--- config.mk ---
export PLATFORM = sky130hd
export DESIGN_NAME = aias_top
export DESIGN_NICKNAME = d
export VERILOG_FILES = /design/src/logic/aias_pkg.sv /design/src/logic/aias_top.sv
export VERILOG_INCLUDE_DIRS = /design/src /design/src/logic
export SDC_FILE = /design/constraint.sdc
export NUM_CORES = 2
export LEC_CHECK = 0
export BUFFER_PORTS_ARGS = -buffer_cell sky130_fd_sc_hd__buf_2
export CAP_MARGIN = 0
export CELL_PAD_IN_SITES_DETAIL_PLACEMENT = 1
export CELL_PAD_IN_SITES_GLOBAL_PLACEMENT = 1
export CORE_MARGIN = 3
export CORE_UTILIZATION = 49
export CTS_CLUSTER_DIAMETER = 40
export DETAILED_ROUTE_END_ITERATION = 10
export MAX_ROUTING_LAYER = met4
export PLACE_DENSITY = 0.88
export REMOVE_ABC_BUFFERS = 1
export SLEW_MARGIN = 20
export SYNTH_ARGS = -nofsm -noshare
export SYNTH_HDL_FRONTEND = slang
export SYNTH_SLANG_ARGS = --single-unit
--- constraint.sdc ---
create_clock -name hclk -period 101.1 [get_ports hclk]
set_input_delay 15.165 -clock hclk [delete_from_list [all_inputs] [get_ports hclk]]
set_output_delay 15.165 -clock hclk [all_outputs]
set_load 0.01 [all_outputs]
--- src/logic/aias_cfg.svh ---
`ifndef AIAS_CFG_SVH
`define AIAS_CFG_SVH

// Register byte offsets.
`define AIAS_OFF_CTRL       8'h00
`define AIAS_OFF_AVG        8'h04
`define AIAS_OFF_PRANGE     8'h08
`define AIAS_OFF_SLIMIT0    8'h0C
`define AIAS_OFF_OUT        8'h40
`define AIAS_OFF_MSTAT      8'h44
`define AIAS_OFF_MEAN       8'h48

// Control register fields.
`define AIAS_CTRL_MULTI     0
`define AIAS_CTRL_REDUCED   1
`define AIAS_CTRL_HIDE      2
`define AIAS_CTRL_CODE_LSB  3
`define AIAS_CTRL_RST       32'h0000_0000

// Averaging register fields: cycles [4:0], scans [13:8].
`define AIAS_AVG_CYC_LSB    0
`define AIAS_AVG_SCN_LSB    8
`define AIAS_AVG_RST        32'h0000_2001

// Timing.
`define AIAS_CLK_HZ         40000000
`define AIAS_CYCLE_US       4000
`define AIAS_CYCLE_CLKS     ((`AIAS_CLK_HZ / 1000000) * `AIAS_CYCLE_US)
`define AIAS_DIAG_MS        200
`define AIAS_DIAG_CLKS      ((`AIAS_CLK_HZ / 1000) * `AIAS_DIAG_MS)

`endif

--- src/logic/aias_pkg.sv ---
package aias_pkg;

	typedef enum logic [1:0] {
		CODE_ONE_OF_N = 2'b00,
		CODE_BINARY   = 2'b01,
		CODE_LEVEL    = 2'b10,
		CODE_INV_LVL  = 2'b11
	} aias_code_e;

	// Flags presented to the logic program.
	typedef struct packed {
		logic [6:0] range_bits;
		logic       sensor_ok;
		logic       enable;
	} aias_flags_s;

	// One sensor sample with its validity checks.
	typedef struct packed {
		logic [15:0] value;
		logic        valid;
		logic        discrepancy;
	} aias_sample_s;

endpackage

--- src/logic/aias_top.sv ---
// The AHB-Lite register port and the placing of the registers were decided locally.
`include "aias_cfg.svh"

module aias_top #(
	parameter int CYCLE_CLKS = `AIAS_CYCLE_CLKS,
	parameter int DIAG_CLKS  = `AIAS_DIAG_CLKS,
	parameter int MAX_SCANS  = 32,
	parameter int MAX_CYC    = 25,
	parameter int N_RANGES   = 15
) (
	input  wire logic                 hclk,
	input  wire logic                 hresetn,
	input  wire logic                 hsel,
	input  wire logic [31:0]          haddr,
	input  wire logic [1:0]           htrans,
	input  wire logic                 hwrite,
	input  wire logic [2:0]           hsize,
	input  wire logic [31:0]          hwdata,
	input  wire logic                 hready,
	output logic      [31:0]          hrdata,
	output logic                      hreadyout,
	output logic                      hresp,
	input  wire aias_pkg::aias_sample_s sample,
	input  wire logic                 sample_stb,
	input  wire logic [3:0]           prange_sel,
	output aias_pkg::aias_flags_s     flags,
	output logic [31:0]               module_status
);

	// The cycle and refresh counters are 22 and 24 bits wide.
	if (MAX_SCANS != 32 || MAX_CYC < 1 || MAX_CYC > 31 ||
	    N_RANGES != 15 || CYCLE_CLKS < 64 || CYCLE_CLKS > 4194304 ||
	    DIAG_CLKS < 2 || DIAG_CLKS > 16777216) begin : g_bad_param
		$error("aias_top: unsupported parameter values");
	end

	// ------------------------------------------------------------
	// AHB-Lite register slave
	// ------------------------------------------------------------
	logic [31:0] ctrl_ff, avg_ff, prange_en_ff;
	logic [15:0] slimit_ff [1:N_RANGES-1];
	logic        wr_pend_ff;
	logic [7:0]  wr_addr_ff;
	logic [31:0] rd_mux;
	logic [15:0] mean_ff;
	logic        mean_valid_ff;
	logic        discr_ff;
	logic [31:0] mstat_ff;

	assign hreadyout = 1'b1;
	assign hresp     = 1'b0;

	always_ff @(posedge hclk or negedge hresetn) begin
		if (!hresetn) begin
			wr_pend_ff <= 1'b0;
			wr_addr_ff <= 8'h00;
		end else begin
			wr_pend_ff <= hsel && hready && htrans[1] && hwrite;
			wr_addr_ff <= haddr[7:0];
		end
	end

	always_ff @(posedge hclk or negedge hresetn) begin
		if (!hresetn) begin
			ctrl_ff      <= `AIAS_CTRL_RST;
			avg_ff       <= `AIAS_AVG_RST;
			prange_en_ff <= 32'h0000_0000;
		end else if (wr_pend_ff) begin
			case (wr_addr_ff)
			`AIAS_OFF_CTRL:   ctrl_ff      <= {27'h0, hwdata[4:0]};
			`AIAS_OFF_AVG:    avg_ff       <= {18'h0, hwdata[13:8],
			                                   3'h0, hwdata[4:0]};
			`AIAS_OFF_PRANGE: prange_en_ff <= {28'h0, hwdata[3:0]};
			default:          ;
			endcase
		end
	end

	genvar gi;
	generate
		for (gi = 1; gi < N_RANGES; gi++) begin : g_lim
			always_ff @(posedge hclk or negedge hresetn) begin
				if (!hresetn)
					slimit_ff[gi] <= 16'(gi * 4096);
				else if (wr_pend_ff && wr_addr_ff ==
				         8'(`AIAS_OFF_SLIMIT0 + 4 * (gi - 1)))
					slimit_ff[gi] <= hwdata[15:0];
			end
		end
	endgenerate

	always_ff @(posedge hclk or negedge hresetn) begin
		if (!hresetn)
			hrdata <= 32'h0000_0000;
		else if (hsel && hready && htrans[1] && !hwrite)
			hrdata <= rd_mux;
	end

	// ------------------------------------------------------------
	// Averaging
	// ------------------------------------------------------------
	logic        reduced, multi, hide;
	logic [4:0]  cfg_cyc;
	logic [5:0]  cfg_scans, eff_scans;
	logic [4:0]  eff_cyc;
	logic [21:0] cyc_cnt_ff;
	logic        tick;
	logic [5:0]  scan_cnt_ff;
	logic [21:0] scan_sum_ff;
	logic        scan_bad_ff, scan_disc_ff;
	logic [15:0] cyc_mean;
	logic [15:0] hist_ff [0:MAX_CYC-1];
	logic [4:0]  hist_fill_ff;
	logic [20:0] slide_sum_ff, nxt_slide_sum;

	assign reduced   = ctrl_ff[`AIAS_CTRL_REDUCED];
	assign multi     = ctrl_ff[`AIAS_CTRL_MULTI] && !reduced;
	assign hide      = ctrl_ff[`AIAS_CTRL_HIDE];
	assign cfg_cyc   = avg_ff[`AIAS_AVG_CYC_LSB +: 5];
	assign cfg_scans = avg_ff[`AIAS_AVG_SCN_LSB +: 6];
	// Reduced scan count, clamped to 1..32; else always 32.
	assign eff_scans = !reduced ? 6'(MAX_SCANS) :
	                   (cfg_scans == 6'h00) ? 6'h01 :
	                   (cfg_scans > 6'(MAX_SCANS)) ? 6'(MAX_SCANS) :
	                   cfg_scans;
	assign eff_cyc   = !multi ? 5'h01 :
	                   (cfg_cyc == 5'h00) ? 5'h01 :
	                   (cfg_cyc > 5'(MAX_CYC)) ? 5'(MAX_CYC) :
	                   cfg_cyc;
	assign tick      = (cyc_cnt_ff == 22'(CYCLE_CLKS - 1));
	assign cyc_mean  = 16'(scan_sum_ff / 22'(scan_cnt_ff == 6'h00 ?
	                   6'h01 : scan_cnt_ff));

	always_ff @(posedge hclk or negedge hresetn) begin
		if (!hresetn)
			cyc_cnt_ff <= 22'h00_0000;
		else
			cyc_cnt_ff <= tick ? 22'h00_0000 : cyc_cnt_ff + 22'h00_0001;
	end

	// Scans beyond the configured count in one cycle are dropped.
	// A scan on the boundary opens the next cycle instead of being lost.
	always_ff @(posedge hclk or negedge hresetn) begin
		if (!hresetn) begin
			scan_cnt_ff  <= 6'h00;
			scan_sum_ff  <= 22'h00_0000;
			scan_bad_ff  <= 1'b0;
			scan_disc_ff <= 1'b0;
		end else if (tick) begin
			scan_cnt_ff  <= sample_stb ? 6'h01 : 6'h00;
			scan_sum_ff  <= sample_stb ? 22'(sample.value) : 22'h00_0000;
			scan_bad_ff  <= sample_stb && !sample.valid;
			scan_disc_ff <= sample_stb && sample.discrepancy;
		end else if (sample_stb && scan_cnt_ff < eff_scans) begin
			scan_cnt_ff  <= scan_cnt_ff + 6'h01;
			scan_sum_ff  <= scan_sum_ff + 22'(sample.value);
			scan_bad_ff  <= scan_bad_ff | !sample.valid;
			scan_disc_ff <= scan_disc_ff | sample.discrepancy;
		end
	end

	// Sliding window: new cycle mean enters, oldest in window leaves.
	always_comb begin
		nxt_slide_sum = slide_sum_ff + 21'(cyc_mean);
		if (hist_fill_ff >= eff_cyc)
			nxt_slide_sum = nxt_slide_sum - 21'(hist_ff[eff_cyc - 5'h01]);
	end

	always_ff @(posedge hclk or negedge hresetn) begin
		if (!hresetn) begin
			for (int i = 0; i < MAX_CYC; i++)
				hist_ff[i] <= 16'h0000;
		end else if (tick) begin
			hist_ff[0] <= cyc_mean;
			for (int i = 1; i < MAX_CYC; i++)
				hist_ff[i] <= hist_ff[i-1];
		end
	end

	// A change of window length restarts the fill, so the sum stays exact.
	logic [4:0] last_cyc_ff;
	always_ff @(posedge hclk or negedge hresetn) begin
		if (!hresetn) begin
			hist_fill_ff  <= 5'h00;
			slide_sum_ff  <= 21'h00_0000;
			mean_ff       <= 16'h0000;
			mean_valid_ff <= 1'b0;
			discr_ff      <= 1'b0;
			last_cyc_ff   <= 5'h01;
		end else if (tick) begin
			last_cyc_ff <= eff_cyc;
			if (last_cyc_ff != eff_cyc) begin
				hist_fill_ff <= 5'h01;
				slide_sum_ff <= 21'(cyc_mean);
				mean_ff      <= cyc_mean;
			end else begin
				if (hist_fill_ff < eff_cyc)
					hist_fill_ff <= hist_fill_ff + 5'h01;
				slide_sum_ff <= nxt_slide_sum;
				mean_ff <= 16'(nxt_slide_sum / 21'((hist_fill_ff < eff_cyc) ?
				           hist_fill_ff + 5'h01 : eff_cyc));
			end
			mean_valid_ff <= !scan_bad_ff && scan_cnt_ff == eff_scans;
			discr_ff      <= scan_disc_ff;
		end
	end

	// ------------------------------------------------------------
	// Evaluation and coding
	// ------------------------------------------------------------
	function automatic logic [6:0] encode(aias_pkg::aias_code_e c,
	                                      logic [3:0] n);
		logic [6:0] r;
		r = 7'h00;
		case (c)
		aias_pkg::CODE_BINARY:   r = {3'h0, n};
		aias_pkg::CODE_ONE_OF_N: r = (n == 4'h0) ? 7'h00 : 7'(7'h01 << (n - 4'h1));
		aias_pkg::CODE_LEVEL:    r = 7'(~(8'hFF << n));
		aias_pkg::CODE_INV_LVL:  r = (n == 4'h0) ? 7'h00 : 7'(7'h7F << n);
		default:                 r = 7'h00;
		endcase
		return r;
	endfunction

	logic        sensor_ok, in_range;
	logic [3:0]  range_num;
	logic [3:0]  sel_valid;

	assign sensor_ok = mean_valid_ff && !discr_ff;
	// Each selected range must be activated; none selected is a violation.
	assign sel_valid = prange_sel & prange_en_ff[3:0];
	assign in_range  = (prange_sel != 4'h0) &&
	                   (sel_valid == prange_sel);

	always_comb begin
		range_num = 4'h1;
		for (int i = 1; i < N_RANGES; i++)
			if (mean_ff >= slimit_ff[i])
				range_num = 4'(i + 1);
		if (!sensor_ok)
			range_num = 4'h0;
	end

	always_ff @(posedge hclk or negedge hresetn) begin
		if (!hresetn)
			flags <= '0;
		else begin
			flags.enable     <= sensor_ok && in_range;
			flags.sensor_ok  <= sensor_ok;
			flags.range_bits <= encode(aias_pkg::aias_code_e'(
			                    ctrl_ff[`AIAS_CTRL_CODE_LSB +: 2]),
			                    range_num);
		end
	end

	// ------------------------------------------------------------
	// Diagnostic status
	// ------------------------------------------------------------
	logic [23:0] diag_cnt_ff;
	logic        diag_tick;
	assign diag_tick = (diag_cnt_ff == 24'(DIAG_CLKS - 1));

	always_ff @(posedge hclk or negedge hresetn) begin
		if (!hresetn) begin
			diag_cnt_ff <= 24'h00_0000;
			mstat_ff    <= 32'h0000_0000;
		end else begin
			diag_cnt_ff <= diag_tick ? 24'h00_0000 : diag_cnt_ff + 24'h00_0001;
			if (diag_tick)
				mstat_ff <= {hide ? 16'hFFFF : mean_ff,
				             13'h0000, sensor_ok, !discr_ff, 1'b1};
		end
	end
	assign module_status = mstat_ff;

	always_comb begin
		rd_mux = 32'h0000_0000;
		case (haddr[7:0])
		`AIAS_OFF_CTRL:   rd_mux = ctrl_ff;
		`AIAS_OFF_AVG:    rd_mux = avg_ff;
		`AIAS_OFF_PRANGE: rd_mux = prange_en_ff;
		`AIAS_OFF_OUT:    rd_mux = {23'h0, flags};
		`AIAS_OFF_MSTAT:  rd_mux = mstat_ff;
		`AIAS_OFF_MEAN:   rd_mux = {15'h0, mean_valid_ff, mean_ff};
		default: begin
			for (int i = 1; i < N_RANGES; i++)
				if (haddr[7:0] == 8'(`AIAS_OFF_SLIMIT0 + 4 * (i - 1)))
					rd_mux = {16'h0000, slimit_ff[i]};
		end
		endcase
	end

	// ------------------------------------------------------------
	// Assertions
	// ------------------------------------------------------------
	property p_enable_needs_sensor;
		@(posedge hclk) disable iff (!hresetn)
		flags.enable |-> flags.sensor_ok;
	endproperty
	a_enable_needs_sensor: assert property (p_enable_needs_sensor)
		else $error("enable set while sensor status clear");

	property p_no_range_no_enable;
		@(posedge hclk) disable iff (!hresetn)
		prange_sel == 4'h0 |=> !flags.enable;
	endproperty
	a_no_range_no_enable: assert property (p_no_range_no_enable)
		else $error("enable set with no process range");

	property p_invalid_zero;
		@(posedge hclk) disable iff (!hresetn)
		!sensor_ok |=> flags.range_bits == 7'h00;
	endproperty
	a_invalid_zero: assert property (p_invalid_zero)
		else $error("range bits nonzero for invalid value");

	property p_sensor_status;
		@(posedge hclk) disable iff (!hresetn)
		1'b1 |=> flags.sensor_ok == $past(mean_valid_ff && !discr_ff);
	endproperty
	a_sensor_status: assert property (p_sensor_status)
		else $error("sensor status mismatch");

	property p_hide;
		@(posedge hclk) disable iff (!hresetn)
		diag_tick && hide |=> module_status[31:16] == 16'hFFFF;
	endproperty
	a_hide: assert property (p_hide)
		else $error("hidden status bits not all ones");

	property p_value_shown;
		@(posedge hclk) disable iff (!hresetn)
		diag_tick && !hide |=> module_status[31:16] == $past(mean_ff);
	endproperty
	a_value_shown: assert property (p_value_shown)
		else $error("status bits do not carry value");

	property p_status_stable;
		@(posedge hclk) disable iff (!hresetn)
		!$past(diag_tick) |-> $stable(mstat_ff);
	endproperty
	a_status_stable: assert property (p_status_stable)
		else $error("status changed between refreshes");

	property p_scans_bound;
		@(posedge hclk) disable iff (!hresetn)
		!tick && scan_cnt_ff >= eff_scans |=>
		scan_cnt_ff == $past(scan_cnt_ff);
	endproperty
	a_scans_bound: assert property (p_scans_bound)
		else $error("scan count above limit");

	property p_cycle_len;
		@(posedge hclk) disable iff (!hresetn)
		tick |=> !tick [*8];
	endproperty
	a_cycle_len: assert property (p_cycle_len)
		else $error("processing cycle too short");

	c_enable: cover property (@(posedge hclk) disable iff (!hresetn)
		flags.enable);
	c_range_viol: cover property (@(posedge hclk) disable iff (!hresetn)
		flags.sensor_ok && !flags.enable);
	c_multi: cover property (@(posedge hclk) disable iff (!hresetn)
		tick && multi && hist_fill_ff == eff_cyc);

endmodule // aias_top

==> impl_metrics.prom <==
# TYPE chip_impl_metric gauge
chip_impl_metric{name="number_of_standard_cells_after_synthesis",unit=""} 7460
chip_impl_metric{name="fin_worst_skew",unit="ns"} 0.05958
chip_impl_metric{name="cts-htree-levels",unit=""} 4
chip_impl_info{name="cpMostUsedCell",value="o21a_1"} 1
chip_impl_metric{name="multiInputGateArea",unit="sq um"} 40170
chip_impl_metric{name="place.port_buffers",unit=""} 112
chip_impl_metric{name="period_needed",unit="ns"} 96.27
chip_impl_metric{name="final_count_of_hold_timing_violations",unit=""} 0
chip_impl_metric{name="routed_wirelength",unit="mm"} 235.1
chip_impl_metric{name="synth_enable_flop_cells",unit=""} 0
chip_impl_metric{name="grt_max_degree",unit=""} 179
chip_impl_metric{name="grt_antenna_before_repair",unit=""} 12
chip_impl_metric{name="finalNetCount",unit=""} 8329
chip_impl_metric{name="hpwl",unit="mm"} 155.6
chip_impl_metric{name="instances_no_fill",unit=""} 9502
chip_impl_info{name="worst-setup-path-type",value="register to register"} 1
chip_impl_metric{name="layout_worst_path_cycle_share",unit="%"} 95.22
chip_impl_metric{name="report.final.slew_viol_count",unit=""} 0
chip_impl_info{name="holdCritPathClass",value="register to register"} 1
chip_impl_info{name="tritoncts",value="built"} 1
chip_impl_metric{name="remaining_drc_errors",unit=""} 0
chip_impl_metric{name="synthesis.area",unit="sq um"} 63040
chip_impl_metric{name="regArea",unit="sq um"} 21010
chip_impl_metric{name="max_clock_freq",unit="MHz"} 10.39
chip_impl_info{name="timing.critical_path.slowest_stage_cell",value="or4b_2"} 1
chip_impl_metric{name="synth_async_sr_flop_share",unit="%"} 100.0
chip_impl_metric{name="hold_depth",unit=""} 2
chip_impl_metric{name="placed_cells_incl_taps",unit=""} 9191
chip_impl_metric{name="final-setup-viol-count",unit=""} 0
chip_impl_metric{name="io-pin-count",unit=""} 172
chip_impl_metric{name="die-width",unit="um"} 364.7
chip_impl_metric{name="vias",unit=""} 61130
chip_impl_metric{name="final_layout_size_suffix_gt1_share",unit="%"} 16.95
chip_impl_metric{name="finalWeightedCongestion",unit=""} 0.9521
chip_impl_metric{name="clk_transition_reported_paths",unit="ns"} 0.05
chip_impl_metric{name="core_area",unit="sq um"} 126700
chip_impl_metric{name="initialDrtViolationCount",unit=""} 5320
chip_impl_metric{name="critPathMaxStageDelay",unit="ns"} 0.68
chip_impl_metric{name="stdcell_area",unit="sq um"} 72420
chip_impl_metric{name="tightest_slew",unit="ns"} 1.192
chip_impl_metric{name="num-fill-cells",unit=""} 14749
chip_impl_metric{name="max_cap_violations",unit=""} 0
chip_impl_metric{name="layout-area-overhead-vs-synth",unit="%"} 14.89
chip_impl_info{name="start_kind",value="register"} 1
chip_impl_metric{name="route.detailed.wl_per_inst",unit="um"} 24.75
chip_impl_metric{name="slew_headroom",unit="%"} 20.26
chip_impl_metric{name="worstPathMaxFanout",unit=""} 21
chip_impl_metric{name="reg2reg_path_depth",unit=""} 481
chip_impl_metric{name="synth_seq_cells",unit=""} 838
chip_impl_metric{name="grtUsageTotal",unit="%"} 35.31
chip_impl_metric{name="synth_seq_area_share",unit="%"} 33.33
chip_impl_info{name="cts_root_buffer",value="clkbuf_16"} 1
chip_impl_metric{name="floorplan.die_area",unit="sq um"} 133000
chip_impl_metric{name="max-clock-path-buffers",unit=""} 3
chip_impl_metric{name="start_util",unit="%"} 49.75
chip_impl_metric{name="antenna_violating_nets_post_route",unit=""} 0
chip_impl_metric{name="rows",unit=""} 130
chip_impl_metric{name="tritoncts.num_buffers",unit=""} 136
chip_impl_metric{name="drtPass1Iterations",unit=""} 6
chip_impl_metric{name="finish.utilization",unit="%"} 57.16
chip_impl_metric{name="cp_num_buf_inv",unit=""} 25
chip_impl_metric{name="critical_path_arrival",unit="ns"} 96.91
chip_impl_metric{name="grt_pass1_vias",unit=""} 65193
chip_impl_metric{name="global_route_wire_length_before_repair",unit="mm"} 364.1
chip_impl_metric{name="avgViaCountPerCell",unit=""} 6.433
chip_impl_metric{name="floorplan.die.height",unit="um"} 364.7
chip_impl_metric{name="clock_latency",unit="ns"} 0.79
chip_impl_info{name="outcome",value="finished, final reports clean"} 1
chip_impl_metric{name="synth_cell_types",unit=""} 164
chip_impl_metric{name="grt.overflow.total",unit=""} 0
chip_impl_info{name="crit_family",value="compound AO/OA/AOI/OAI gates"} 1
chip_impl_metric{name="clock_sinks",unit=""} 838
chip_impl_metric{name="number_of_synthesis_warnings",unit=""} 0
chip_impl_info{name="worst_setup_path_end_kind",value="register"} 1
chip_impl_metric{name="synth_area_per_cell",unit="sq um"} 8.450
chip_impl_metric{name="instance_count_on_the_critical_path",unit=""} 481
chip_impl_metric{name="dpl-instance-area",unit="sq um"} 66610
chip_impl_metric{name="required",unit="ns"} 101.74
chip_impl_info{name="predominant_post_synthesis_flop_cell",value="dfrtp_1"} 1
[cell type report]
cell class | count | area share [%]
Clock buffer | 171 | 5.235
Clock inverter | 82 | 1.368
Inverter | 334 | 1.755
Antenna cell | 11 | 0.03801
Timing Repair Buffer | 438 | 4.267
Tap cell | 1650 | 2.851
Sequential cell | 838 | 29.02
Multi-Input combinational cell | 5978 | 55.47
[Yosys cell counts (64+ instances only)]
cell type     n  area, sq um
a21o_1       98        735.7
a21oi_1     372         1862
a22oi_1      75        563.0
clkbuf_1    263        987.2
dfrtp_1     807        20190
ha_1        503         6294
inv_1       321         1205
mux2_2      194         2185
mux2i_1      64        640.6
mux4_2       94         2117
nand2_1    1778         6674
nand2b_1    125        782.0
nand3_1     188        940.9
nor2_1      455         1708
nor2b_1      97        606.8
nor3_1      187        935.9
o21a_1      139         1044
o21ai_0     382         1912
xnor2_1     133         1165
xor2_1       97        849.6
[routing by layer]
metal / share of wire [%] / global-route usage (%) / vias up
li1: - / - / 26919
met1: 39 / 40.59 / 30818
met2: 48 / 58.15 / 2449
met3: 6.4 / 6.256 / 944
met4: 6.3 / 20.30 / 0
met5: 0 / - / -
[sequential cells by signal, indices dropped and copies added, names as in the netlist, 4 cells and up]
register       flops
hist_ff          400
slimit_ff        224
hrdata            32
diag_cnt_ff       24
cyc_cnt_ff        22
scan_sum_ff       22
slide_sum_ff      21
module_status     19
mean_ff           16
avg_ff            11
flags              9
wr_addr_ff         8
scan_cnt_ff        6
ctrl_ff            5
hist_fill_ff       5
last_cyc_ff        5
prange_en_ff       4
[repair_timing]
action | in CTS | in global routing
resized for setup | 17 | 146
pin swaps | 0 | 26
hold buffers | 0 | 0
setup endpoints to repair | 2 | 4
setup buffers | 0 | 47
[through the flow]
step	setup slack, ns	hold WS (ns)	setup TNS, ns
finish	4.834	0.4558	0
global route	-1.370	0.4873	-1.370
global placement	2.758	0.4438	0
floorplan	7.588	0.4317	0
detailed placement	-1.029	0.4514	-1.029
CTS	0.1517	0.4601	0
[cell families (layout without fill, tap and decap cells)]
| kind of cell | count (synthesis) | in the layout | synth area share, % |
|---|---|---|---|
| buffers and inverters | 657 | 1025 | 4.184 |
| AND/OR/NAND/NOR | 3213 | 3213 | 23.17 |
| AO/OA/AOI/OAI | 1646 | 1646 | 17.83 |
| other | 2 | 26 | 0.01191 |
| XOR/XNOR | 232 | 232 | 3.265 |
| adder cells (fa/ha/maj) | 510 | 510 | 10.15 |
| flip-flops | 838 | 838 | 33.33 |
| multiplexers | 362 | 362 | 8.060 |
[final timing paths]
check / start / slack (ns) / end
max: scan_cnt_ff[2] / 4.83 / mean_ff[0]
min: hrdata[21] / 0.46 / hrdata[21]
max reg2reg: scan_cnt_ff[2] / 4.83 / mean_ff[0]
min reg2reg: hrdata[21] / 0.46 / hrdata[21]
max in group asynchronous: hresetn / 84.20 / slide_sum_ff[6]
min in group asynchronous: hresetn / 14.42 / slimit_ff[202]
[cell usage in the layout, fill, tap and decap left out, drive strengths merged, types with 20 or more instances in the layout]
master   synthesis  routed
nand2         1783    1783
dfrtp          807     807
ha             503     503
nor2           462     462
buf             59     438
o21ai          409     409
a21oi          381     381
inv            333     349
mux2           200     200
nand3          195     195
nor3           195     195
clkbuf         264     171
o21a           141     141
xnor2          135     135
nand2b         125     125
a21o            98      98
xor2            97      97
nor2b           97      97
mux4            94      94
a22oi           76      76
mux2i           68      68
o31ai           68      68
a31oi           51      51
nand4           47      47
or2             45      45
nor4            41      41
o211ai          40      40
clkinv           1      39
or3             37      37
and3            36      36
and2            33      33
a221oi          33      33
a211oi          33      33
dfstp           31      31
a22o            26      26
o21bai          25      25
o22ai           23      23
a2111oi         22      22
a211o           20      20
nand3b          20      20
[worst register-to-register path: cells and delay by family (launching register included)]
family | cells | cell delay, ns
AOI/OAI and AO/OA | 223 | 43.40
and+or+nand+nor | 164 | 29.89
adders and majority gates | 45 | 13.14
buffers and inverters | 25 | 3.76
xor gates and xnor gates | 14 | 2.72
muxes | 10 | 2.68
DFF | 1 | 0.48
Power is left out: the tool's default activity adds up to more than one toggle a clock period on the data nets, which glitch-free logic cannot reach.
